==> src/inc/ssot_pkg.sv <==
package ssot_pkg;

	// Channel organisation: groups of four, the first of each group is the master.
	localparam int NUM_GROUPS   = 2;
	localparam int CH_PER_GROUP = 4;
	localparam int NUM_CH       = NUM_GROUPS * CH_PER_GROUP;
	localparam int CH_BITS      = 3;
	localparam int CNT_W        = 16;
	localparam int PRESC_W      = 8;

	// Byte address layout: channel index above a 64-byte register window.
	localparam int ADDR_W       = 9;
	localparam int CH_LSB       = 6;
	localparam logic [5:0] OFF_CTRL   = 6'h00;
	localparam logic [5:0] OFF_RUN    = 6'h04;
	localparam logic [5:0] OFF_MODE   = 6'h08;
	localparam logic [5:0] OFF_FFCTL  = 6'h0C;
	localparam logic [5:0] OFF_STATUS = 6'h10;
	localparam logic [5:0] OFF_MASK   = 6'h14;
	localparam logic [5:0] OFF_COUNT  = 6'h18;
	localparam logic [5:0] OFF_CAP0   = 6'h1C;
	localparam logic [5:0] OFF_CMP0   = 6'h20;
	localparam logic [5:0] OFF_CMP1   = 6'h24;

	// Field positions.
	localparam int CTRL_SYNC_BIT  = 0;
	localparam int RUN_COUNT_BIT  = 0;
	localparam int RUN_PRESC_BIT  = 2;
	localparam int MODE_CLK_LSB   = 0;
	localparam int MODE_CAP_LSB   = 3;
	localparam int FF_CODE_LSB    = 0;
	localparam int FF_TOG0_BIT    = 2;
	localparam int FF_TOG1_BIT    = 3;
	localparam int FF_TOGCAP_BIT  = 4;
	localparam int FF_STATE_BIT   = 5;
	localparam int ST_MATCH0      = 0;
	localparam int ST_MATCH1      = 1;
	localparam int ST_OVF         = 2;
	localparam int ST_CAP0        = 3;
	localparam int ST_W           = 4;

	// Field encodings.
	localparam logic [1:0] CLK_EXT       = 2'h0;
	localparam logic [1:0] CLK_TAP1      = 2'h1;
	localparam logic [1:0] CLK_TAP2      = 2'h2;
	localparam logic [1:0] CLK_TAP3      = 2'h3;
	localparam logic [1:0] CAP_RISE0     = 2'h1;
	localparam logic [1:0] FF_CODE_INV   = 2'h0;
	localparam logic [1:0] FF_CODE_SET   = 2'h1;
	localparam logic [1:0] FF_CODE_CLEAR = 2'h2;
	localparam logic [1:0] FF_CODE_KEEP  = 2'h3;

	// Prescaler taps: a tap ticks when all its mask bits of the prescaler are ones.
	localparam logic [PRESC_W-1:0] TAP1_MASK = 8'h01;
	localparam logic [PRESC_W-1:0] TAP2_MASK = 8'h07;
	localparam logic [PRESC_W-1:0] TAP3_MASK = 8'h1F;

	// Reset values.
	localparam logic [ST_W-1:0]  MASK_RESET = 4'h0;
	localparam logic [CNT_W-1:0] CNT_RESET  = 16'h0000;

	// Per-channel state.
	typedef struct packed {
		logic             sync;
		logic             prun;
		logic             run;
		logic             running;
		logic [1:0]       clkSel;
		logic [1:0]       capMode;
		logic             tog0;
		logic             tog1;
		logic             togCap;
		logic             ff;
		logic [ST_W-1:0]  status;
		logic [ST_W-1:0]  mask;
		logic [CNT_W-1:0] count;
		logic [CNT_W-1:0] cap0;
		logic [CNT_W-1:0] cmp0;
		logic [CNT_W-1:0] cmp1;
	} ssot_chan_t;

endpackage : ssot_pkg

==> src/hw/ssot_timer.sv <==
// Notes on behaviour
// Two groups of four; first is master.
// Master start lets slaves start same cycle.
// Sync bit: 0 independent, 1 follow master.
// Software keeps master sync bit at zero.
// Synced slave starts with master, no own run.
// Capture input rising edge copies count.
// Capture load raises capture interrupt status.
// Software loads compares from capture plus delays.
// Software updates compare 1 before next match.
// Toggle enables 11 invert on both matches.
// Software clears toggles after pulse ends.
// Mode selects tap 1 clock, rising capture.
// Clear code clears flip-flop, disables toggles.
// Mask can leave only compare 1 match.
// Software computes 3 ms delay, 2 ms pulse.
// No-delay variant inverts on capture.
// No-delay variant inverts on compare 1 match.
// Software keeps compare 0 below compare 1.
// Counter wraps from maximum to zero.
//
// Local design decisions: register access over Avalon-MM and the address map.
`timescale 1ns/1ps
module ssot_timer #(
	parameter int NCH = ssot_pkg::NUM_CH,
	parameter int CPG = ssot_pkg::CH_PER_GROUP
) (
	input  wire logic                        mclk,
	input  wire logic                        arst_n,
	input  wire logic [ssot_pkg::ADDR_W-1:0] avs_address,
	input  wire logic                        avs_read,
	input  wire logic                        avs_write,
	input  wire logic [31:0]                 avs_writedata,
	input  wire logic [3:0]                  avs_byteenable,
	output logic      [31:0]                 avs_readdata,
	output logic                             avs_waitrequest,
	input  wire logic [NCH-1:0]              captureInput0,
	output logic      [NCH-1:0]              timerOutputPin,
	output logic                             timerIrq
);
	import ssot_pkg::*;

	logic [1:0]            rstSync;
	logic                  rstN;
	logic [NCH-1:0]        capMeta;
	logic [NCH-1:0]        capSync;
	logic [NCH-1:0]        capLast;
	logic [NCH-1:0]        capRise;
	logic [PRESC_W-1:0]    presc;
	logic [PRESC_W-1:0]    next_presc;
	ssot_chan_t            chans      [NCH];
	ssot_chan_t            next_chans [NCH];
	logic                  ack;
	logic                  next_ack;
	logic [31:0]           next_readdata;
	logic                  next_irq;
	logic [CH_BITS-1:0]    chSel;
	logic [5:0]            regOff;
	logic                  wrTake;

	// Merges a bus write into a register view under the byte enables.
	function automatic logic [31:0] mergeBe(input logic [31:0] old, input logic [31:0] wd, input logic [3:0] be);
		logic [31:0] m;
		m = {{8{be[3]}}, {8{be[2]}}, {8{be[1]}}, {8{be[0]}}};
		return (old & ~m) | (wd & m);
	endfunction : mergeBe

	// Tick of a prescaler tap; the external source is handled by the caller.
	// Its external branch only keeps the case complete; that code never reaches here.
	function automatic logic tapTick(input logic [PRESC_W-1:0] p, input logic [1:0] sel);
		logic [PRESC_W-1:0] m;
		m = TAP3_MASK;
		unique case (sel)
			CLK_TAP1: m = TAP1_MASK;
			CLK_TAP2: m = TAP2_MASK;
			CLK_TAP3: m = TAP3_MASK;
			CLK_EXT:  m = TAP3_MASK;
		endcase
		return (p & m) == m;
	endfunction : tapTick

	// Reset is released through two flops so every flop leaves reset on the same edge.
	// Its copy is the asynchronous reset of every other flop in the block.
	always_ff @(posedge mclk or negedge arst_n) begin
		if (!arst_n) begin
			rstSync <= 2'h0;
		end else begin
			rstSync <= {rstSync[0], 1'b1};
		end
	end
	assign rstN = rstSync[1];

	// Capture pins are asynchronous; the first stage feeds only the second.
	// A pin already high when reset ends is seen as one rising edge.
	always_ff @(posedge mclk or negedge rstN) begin
		if (!rstN) begin
			capMeta <= '0;
			capSync <= '0;
			capLast <= '0;
		end else begin
			capMeta <= captureInput0;
			capSync <= capMeta;
			capLast <= capSync;
		end
	end
	// rising edge
	assign capRise = capSync & ~capLast;

	assign chSel           = avs_address[ADDR_W-1:CH_LSB];
	assign regOff          = {avs_address[CH_LSB-1:2], 2'h0};
	assign wrTake          = avs_write && ack;
	// One wait cycle on every access keeps read data registered.
	// Limitation: every access costs two cycles, traded for a registered read path.
	assign avs_waitrequest = (avs_read || avs_write) && !ack;

	// Next state of the prescaler, all channels, the bus answer and the interrupt.
	always_comb begin
		logic        follow;
		logic        runReq;
		logic        tick;
		logic        capEdge;
		logic        m0;
		logic        m1;
		logic        ovf;
		logic [CNT_W-1:0] incr;
		logic [ST_W-1:0]  evt;
		logic [31:0] wv;
		logic        irqAcc;
		int          mIdx;
		follow        = 1'b0;
		runReq        = 1'b0;
		tick          = 1'b0;
		capEdge       = 1'b0;
		m0            = 1'b0;
		m1            = 1'b0;
		ovf           = 1'b0;
		incr          = CNT_RESET;
		evt           = '0;
		wv            = '0;
		irqAcc        = 1'b0;
		mIdx          = 0;
		// The prescaler runs from reset, so all channels share the same tap phases.
		next_presc    = presc + 8'h01;
		next_ack      = (avs_read || avs_write) && !ack;
		next_readdata = avs_readdata;
		for (int i = 0; i < NCH; i++) begin
			next_chans[i] = chans[i];
			// group master
			mIdx = (i / CPG) * CPG;
			// A master's own sync bit is stored but never followed.
			// sync select
			follow = chans[i].sync && (i != mIdx);
			// follow master
			runReq = follow ? (chans[mIdx].prun && chans[mIdx].run) : (chans[i].prun && chans[i].run);
			// capture mode
			capEdge = capRise[i] && (chans[i].capMode == CAP_RISE0);
			// count source
			tick = runReq && ((chans[i].clkSel == CLK_EXT) ? capRise[i] : tapTick(presc, chans[i].clkSel));
			// The carry is dropped on purpose, so the count wraps to zero.
			// wrap around
			incr = chans[i].count + 16'h0001;
			// A match compares the next count, so flag and count land on one edge.
			m0   = tick && chans[i].running && (incr == chans[i].cmp0);
			m1   = tick && chans[i].running && (incr == chans[i].cmp1);
			ovf  = tick && chans[i].running && (chans[i].count == 16'hFFFF);
			next_chans[i].running = runReq;
			if (!runReq) begin
				next_chans[i].count = chans[i].count;
			end else if (!chans[i].running) begin
				// A start clears the count, so master and slaves line up exactly.
				next_chans[i].count = CNT_RESET;
			end else if (tick) begin
				next_chans[i].count = incr;
			end
			// capture copy
			if (capEdge) begin
				next_chans[i].cap0 = chans[i].count;
			end
			// Two toggles in one cycle cancel; the compare values must differ.
			// toggle flip-flop
			next_chans[i].ff = chans[i].ff ^ (chans[i].tog0 && m0) ^ (chans[i].tog1 && m1)
				^ (chans[i].togCap && capEdge);
			// capture event
			evt = '0;
			evt[ST_MATCH0] = m0;
			evt[ST_MATCH1] = m1;
			evt[ST_OVF]    = ovf;
			evt[ST_CAP0]   = capEdge;
			next_chans[i].status = chans[i].status | evt;
			// Register writes; a status event in the clearing cycle survives.
			if (wrTake && (int'(chSel) == i)) begin
				unique case (regOff)
					OFF_CTRL: begin
						wv = mergeBe({31'h0, chans[i].sync}, avs_writedata, avs_byteenable);
						next_chans[i].sync = wv[CTRL_SYNC_BIT];
					end
					OFF_RUN: begin
						wv = mergeBe({29'h0, chans[i].prun, 1'b0, chans[i].run}, avs_writedata, avs_byteenable);
						next_chans[i].prun = wv[RUN_PRESC_BIT];
						next_chans[i].run  = wv[RUN_COUNT_BIT];
					end
					OFF_MODE: begin
						wv = mergeBe({27'h0, chans[i].capMode, 1'b0, chans[i].clkSel}, avs_writedata, avs_byteenable);
						next_chans[i].clkSel  = wv[MODE_CLK_LSB +: 2];
						next_chans[i].capMode = wv[MODE_CAP_LSB +: 2];
					end
					OFF_FFCTL: begin
						wv = mergeBe({27'h0, chans[i].togCap, chans[i].tog1, chans[i].tog0, FF_CODE_KEEP},
							avs_writedata, avs_byteenable);
						next_chans[i].tog0   = wv[FF_TOG0_BIT];
						next_chans[i].tog1   = wv[FF_TOG1_BIT];
						next_chans[i].togCap = wv[FF_TOGCAP_BIT];
						unique case (wv[FF_CODE_LSB +: 2])
							FF_CODE_CLEAR: begin
								// clear and disable
								next_chans[i].ff     = 1'b0;
								next_chans[i].tog0   = 1'b0;
								next_chans[i].tog1   = 1'b0;
								next_chans[i].togCap = 1'b0;
							end
							FF_CODE_SET: begin
								next_chans[i].ff = 1'b1;
							end
							FF_CODE_INV: begin
								next_chans[i].ff = ~chans[i].ff;
							end
							FF_CODE_KEEP: begin
								next_chans[i].ff = next_chans[i].ff;
							end
						endcase
					end
					OFF_STATUS: begin
						wv = mergeBe(32'h0, avs_writedata, avs_byteenable);
						next_chans[i].status = (chans[i].status & ~wv[ST_W-1:0]) | evt;
					end
					OFF_MASK: begin
						// per-source mask
						wv = mergeBe({28'h0, chans[i].mask}, avs_writedata, avs_byteenable);
						next_chans[i].mask = wv[ST_W-1:0];
					end
					OFF_CMP0: begin
						wv = mergeBe({16'h0, chans[i].cmp0}, avs_writedata, avs_byteenable);
						next_chans[i].cmp0 = wv[CNT_W-1:0];
					end
					OFF_CMP1: begin
						wv = mergeBe({16'h0, chans[i].cmp1}, avs_writedata, avs_byteenable);
						next_chans[i].cmp1 = wv[CNT_W-1:0];
					end
					default: begin
						wv = '0;
					end
				endcase
			end
			// One output serves all channels; software finds the source in the status words.
			// masked interrupt
			irqAcc = irqAcc | (|(next_chans[i].status & ~next_chans[i].mask));
		end
		next_irq = irqAcc;
		// Read data is loaded on the first cycle so it stands while waitrequest is low.
		if (avs_read && !ack) begin
			next_readdata = 32'h0;
			unique case (regOff)
				OFF_CTRL:   next_readdata = {31'h0, chans[chSel].sync};
				OFF_RUN:    next_readdata = {29'h0, chans[chSel].prun, 1'b0, chans[chSel].run};
				OFF_MODE:   next_readdata = {27'h0, chans[chSel].capMode, 1'b0, chans[chSel].clkSel};
				OFF_FFCTL:  next_readdata = {26'h0, chans[chSel].ff, chans[chSel].togCap, chans[chSel].tog1,
					chans[chSel].tog0, FF_CODE_KEEP};
				OFF_STATUS: next_readdata = {28'h0, chans[chSel].status};
				OFF_MASK:   next_readdata = {28'h0, chans[chSel].mask};
				OFF_COUNT:  next_readdata = {16'h0, chans[chSel].count};
				OFF_CAP0:   next_readdata = {16'h0, chans[chSel].cap0};
				OFF_CMP0:   next_readdata = {16'h0, chans[chSel].cmp0};
				OFF_CMP1:   next_readdata = {16'h0, chans[chSel].cmp1};
				default:    next_readdata = 32'h0;
			endcase
		end
	end

	// Registers only; every channel resets stopped with its flip-flop low.
	always_ff @(posedge mclk or negedge rstN) begin
		if (!rstN) begin
			presc        <= '0;
			ack          <= 1'b0;
			avs_readdata <= 32'h0;
			timerIrq     <= 1'b0;
			for (int i = 0; i < NCH; i++) begin
				chans[i]      <= '0;
				chans[i].mask <= MASK_RESET;
			end
		end else begin
			presc        <= next_presc;
			ack          <= next_ack;
			avs_readdata <= next_readdata;
			timerIrq     <= next_irq;
			for (int i = 0; i < NCH; i++) begin
				chans[i] <= next_chans[i];
			end
		end
	end

	// The pin follows the flip-flop directly, so a toggle shows on the same edge as its match flag.
	// No output enable is needed, as the pin is always driven.
	always_comb begin
		for (int i = 0; i < NCH; i++) begin
			timerOutputPin[i] = chans[i].ff;
		end
	end

endmodule : ssot_timer

==> config.mk <==
export PLATFORM = sky130hd
export DESIGN_NAME = ssot_timer
export DESIGN_NICKNAME = d
export VERILOG_FILES = /design/src/inc/ssot_pkg.sv /design/src/hw/ssot_timer.sv
export SDC_FILE = /design/constraint.sdc
export NUM_CORES = 2
export LEC_CHECK = 0
export BUFFER_PORTS_ARGS = -buffer_cell sky130_fd_sc_hd__buf_2
export CAP_MARGIN = 20
export CORE_MARGIN = 4
export CORE_UTILIZATION = 35
export DETAILED_ROUTE_END_ITERATION = 8
export SLEW_MARGIN = 10
export SYNTH_ARGS = -nofsm -noshare
export SYNTH_HDL_FRONTEND = slang
export SYNTH_SLANG_ARGS = --single-unit
==> constraint.sdc <==
create_clock -name mclk -period 63.8 [get_ports mclk]
set_clock_uncertainty 0.1 [all_clocks]
set_input_delay 12.76 -clock mclk [delete_from_list [all_inputs] [get_ports mclk]]
set_output_delay 12.76 -clock mclk [all_outputs]
set_load 0.01 [all_outputs]
* After elaboration in Yosys (flattened, before gate mapping)
Index checks and enable logic that the tools add are counted.
** Operators by class
- $add $sub $neg :: 9
- Magnitude comparators :: 1
- Multiplexer cells :: 90
- Reduce and logical (&&, ||, !) cells :: 183
- Equal/unequal tests :: 112
- Bitwise gates (word level) :: 205
** Operators with widths (number)
- $and A16 B16 Y16 :: 17
- $eq A16 B16 Y1 :: 16
- $mux W16 :: 16
- $or A16 B16 Y16 :: 16
- $bmux W84 S3 :: 1
- $pmux W8 S3 :: 8
- $mux W84 :: 2
- $pmux W16 S10 :: 1
- $add A16 B1 Y16 const B :: 8
- $eq A16 B16 Y1 const B :: 8
- $reduce_and A2 Y1 :: 56
- $and A4 B4 Y4 :: 24
- $or A4 B4 Y4 :: 24
- $logic_and A1 B1 Y1 :: 91
- $and A5 B5 Y5 :: 16
- $or A5 B5 Y5 :: 16
- $and A8 B8 Y8 :: 9
- $mux W9 :: 8
- $eq A2 B2 Y1 const B :: 32
- $eq A8 B8 Y1 :: 8
- $mux W4 :: 16
- $eq A2 B1 Y1 const B :: 24
- $not A4 Y4 :: 9
- $logic_not A2 Y1 :: 16
- 28 further kinds :: 158
** Word-level totals
- Word-level logic and storage cells :: 736
- Output and inout bits :: 42
- Bits in registers :: 740
- Input port bits :: 57

* Longest topological paths before layout
- Depth after elaboration :: 26
- Mapped depth :: 11
- Mapped depth without buffers :: 10

* Worst setup path after synthesis
No wires, ideal clock.
- Path type :: input -> output
- Start :: input avs_write
- End :: output avs_waitrequest
- Stages :: 2
- Arrival time :: 12.969 ns
- Setup slack :: 37.971 ns
- Path buffers :: 0
- Data required time :: 50.940 ns
- Cell sequence :: nor2_1 -> nor2_1
** Between the ends
- Word-level cells in the longest chain between the ends :: 2
** RTL lines
- start: declaration :: RTL line ssot_timer.sv:32 : input wire logic avs_write,
- $logic_or A1 B1 Y1 :: RTL line ssot_timer.sv:114 : assign avs_waitrequest = (avs_read || avs_write) && !ack;
- $logic_and A1 B1 Y1 :: RTL line ssot_timer.sv:114
- end: declaration :: RTL line ssot_timer.sv:36 : output logic avs_waitrequest,
No other way between the ends.

* Worst setup path in the final report
Same ends and word-level chain as after synthesis.

==> flow_metrics.py <==
metrics = {
    "status": {
        "status": "finished, final reports clean",
    },
    "die": {
        "dieArea_um2": 128000,
        "ios": 99,
        "die_w_um": 358,
        "core_um2": 122000,
        "initial_core_util_pct": 35.2,
        "num_rows": 128,
        "die_h_um": 358,
    },
    "clock_network": {
        "clkLatencyLatePin_ns": 0.66,
        "cts_tree": "done",
        "clk_pin_slew_ns": 0.07,
        "h-tree-depth": 3,
        "clkSinkCount": 721,
        "cts_buffers": 80,
        "cts_hold_repair.buffers": 0,
        "clk_path_buf_depth": 3,
        "root_buffer": "clkbuf_16",
        "postCtsSetupBuffers": 0,
        "cts_resized": 0,
    },
    "synth": {
        "synth_mux_area_share_pct": 20.1,
        "syn-instance-count": 3958,
        "synth_area_um2": 43000,
        "synth_compound_area_share_pct": 11.2,
        "synth_xor_area_share_pct": 8.31,
        "ys_ff_latch": 721,
        "ys_types": 93,
        "synthFlopType": "dfrtp_1",
        "async_flop_share_pct": 100,
        "yosys.area_share.adder_pct": 0.752,
        "yosys_warnings": 0,
        "avgSynthCellArea_um2": 10.9,
        "synth_simple_gate_area_share_pct": 13.6,
        "synth_edf_count": 0,
        "seq_area_frac_synth_pct": 42.0,
        "synth_top_family_by_area": "multiplexers",
    },
    "place": {
        "preCtsSetupSlack_ns": 37.71,
        "numPortBuffers": 62,
        "gp_congestion": 0.975,
        "place_area_um2": 44600,
        "post-dp-hpwl_mm": 120,
    },
    "layout": {
        "final_area_um2": 47400,
        "drive_gt1_share_pct": 22.6,
        "layout.nets": 3942,
        "nFillCells": 11800,
        "area_growth_pct": 10.4,
    },
    "job": {
        "cap_violations": 0,
    },
    "sta": {
        "slew_viol_final": 0,
        "finalCritPeriodShare_pct": 40.9,
        "max_freq_mhz": 38.3,
        "maxSlewHeadroom_pct": 22.1,
        "rsz0062_at_grt": "no",
        "setup_violations": 0,
        "tightest_slew_ns": 1.16,
        "hold_viol": 0,
        "setup_ws_ns": 37.69,
        "period_minus_slack_ns": 26.11,
        "timing.setup.tns_ns": 0,
    },
    "pwr": {
        "clkPwrFrac_pct": 46.6,
        "power.total_w": 0.00104,
        "ir_drop_v": 0.0000158,
        "internal_power_w": 0.000773,
        "swShare_pct": 25.8,
        "seqPwrFrac_pct": 46.1,
        "p_comb_share_pct": 7.3,
        "p_leak_nw": 20.2,
        "cellPowerDensity_nw_per_um2": 22.0,
        "netSwitchingPower_w": 0.000268,
    },
    "detailed_routing": {
        "drc_errors": 0,
        "dr.first_iter.drc_count": 4302,
        "viasPerCell": 6.15,
        "wl_mm": 162,
        "dr.pass1.iters": 6,
        "wire_per_inst_um": 29.1,
        "vias": 34200,
        "ant_nets": 0,
    },
    "global_route": {
        "antenna_found_initial": 17,
        "grt_first_pass_wirelength_mm": 234,
        "grt_max_degree": 78,
        "track_usage_pct": 24.8,
        "grt_pass1_vias": 32300,
        "grt-ovfl-total": 0,
    },
    "critical_path": {
        "critPathKind": "in -> out",
        "startpoint_type": "primary input",
        "cp_max_fo": 5,
        "cp.arrival_ns": 13.25,
        "endpoint_kind": "output port",
        "crit_required_ns": 50.94,
    },
    "min_path": {
        "hold_class": "reg -> reg",
    },
}
[cell type report]
cell class / instances / area (um^2) / area share, %
multi-input combinational: 2840 / 23400 / 49.4
sequential: 721 / 18000 / 38.1
clock buffer: 108 / 2260 / 4.77
tap: 1625 / 2030 / 4.29
timing repair buffer: 130 / 886 / 1.87
clock inverter: 37 / 432 / 0.911
inverter: 87 / 327 / 0.689
antenna: 10 / 25.0 / 0.0528
[path summary, 6_finish.rpt]
kind / to / cells past startpoint / slack, ns / from
worst max-delay path: avs_waitrequest / 4 / 37.69 / avs_write
worst min register to register: capSync[5] / 0 / 0.24 / capMeta[5]
worst max register to register: timerIrq / 9 / 59.08 / chans[468]
max in group asynchronous: rstSync[1] / 1 / 51.72 / arst_n
worst min-delay path: capSync[5] / 0 / 0.24 / capMeta[5]
min in group asynchronous: chans[61] / 0 / 0.31 / rstSync[1]
[cell usage in the layout, fill, tap and decap left out, types with 20 or more instances in the layout]
| cell type | instances |
|---|---|
| buf_4 | 66 |
| xnor2_1 | 212 |
| nand4_1 | 86 |
| xnor3_1 | 33 |
| clkinv_2 | 20 |
| or3_1 | 22 |
| nor4_1 | 48 |
| nand3_1 | 108 |
| a31oi_1 | 22 |
| clkbuf_16 | 82 |
| ha_1 | 25 |
| nor2_1 | 199 |
| o31ai_1 | 55 |
| dfrtp_1 | 720 |
| mux2_2 | 397 |
| inv_1 | 86 |
| a22oi_1 | 42 |
| a21oi_1 | 83 |
| nand2_1 | 308 |
| nor3_1 | 49 |
| xor2_1 | 97 |
| nand3b_1 | 24 |
| buf_2 | 59 |
| nand2b_1 | 41 |
| o21ai_0 | 305 |
| mux2i_1 | 44 |
| a32oi_1 | 20 |
| mux4_2 | 166 |
| nor2b_1 | 30 |
| o41ai_1 | 30 |
| and3_1 | 44 |
[worst max-delay path, cell delays in order]
cell    delay, ns
buf_2        0.16
nor2_1       0.06
nor2_1       0.12
buf_2        0.15
[synth_stat cells, types with 12 or more instances]
library cell	number	area, um^2
inv_1	86	323
nor2_1	201	754
nand2b_1	41	257
a21oi_1	83	415
nor4_1	48	300
dfrtp_1	721	18000
nor3b_1	12	90.1
a211oi_1	19	143
o211ai_1	12	90.1
buf_4	27	203
and2_1	20	125
nand4_1	86	538
o41ai_1	31	272
mux2_2	397	4470
or4_1	14	105
nand3b_1	24	180
xor2_1	97	850
and3_1	44	275
nor2b_1	30	188
and4_1	19	166
nand2_1	308	1160
clkbuf_1	212	796
buf_1	28	105
a32oi_1	20	175
mux2i_1	44	440
ha_1	25	313
o22ai_1	18	113
a31oi_1	22	138
o21ai_0	308	1540
nand3_1	108	541
nor3_1	50	250
buf_2	53	265
a22oi_1	42	315
mux4_2	166	3740
xnor2_1	212	1860
or3_1	22	138
o31ai_1	55	413
xnor3_1	33	743
nor4bb_1	15	150
[power groups by stage]
stage | clock (W) | sequential, W | combinational (W)
2_1_floorplan | 0 | 0.000489 | 0.0000432
3_3_place_gp | 0 | 0.000488 | 0.0000741
3_5_place_dp | 0 | 0.000488 | 0.0000748
4_1_cts | 0.000491 | 0.000480 | 0.0000751
5_1_grt | 0.000510 | 0.000481 | 0.0000810
6_report | 0.000485 | 0.000480 | 0.0000760
[metrics by stage]
step | utilization (%) | std cells | hold WS (ns)
3_5_place_dp | 36.6 | 5399 | 0.236
3_3_place_gp | 36.6 | 5399 | 0.235
4_1_cts | 38.8 | 5544 | 0.243
2_1_floorplan | - | 3973 | 0.231
5_1_grt | 38.9 | 5549 | 0.248
6_report | 38.9 | 5558 | 0.238
[kinds of logic (layout without fill, tap and decap cells)]
family,Yosys count,after routing
other,2,27
flip-flops,721,721
AND/OR/NAND/NOR,1103,1103
buffers and inverters,412,362
multiplexers,607,607
adder cells (fa/ha/maj),26,26
AO/OA/AOI/OAI,740,740
XOR/XNOR,347,347
[per-layer routing]
metal / up-vias / share of wire, % / global-route usage (%)
met5: - / 0.043 / 0
met4: 10 / 3.8 / 8.79
met1: 17700 / 43 / 35.3
li1: 14500 / - / -
met3: 269 / 11 / 7.34
met2: 1733 / 42 / 35.9
Note: power is estimated with default switching activity, not from simulation.
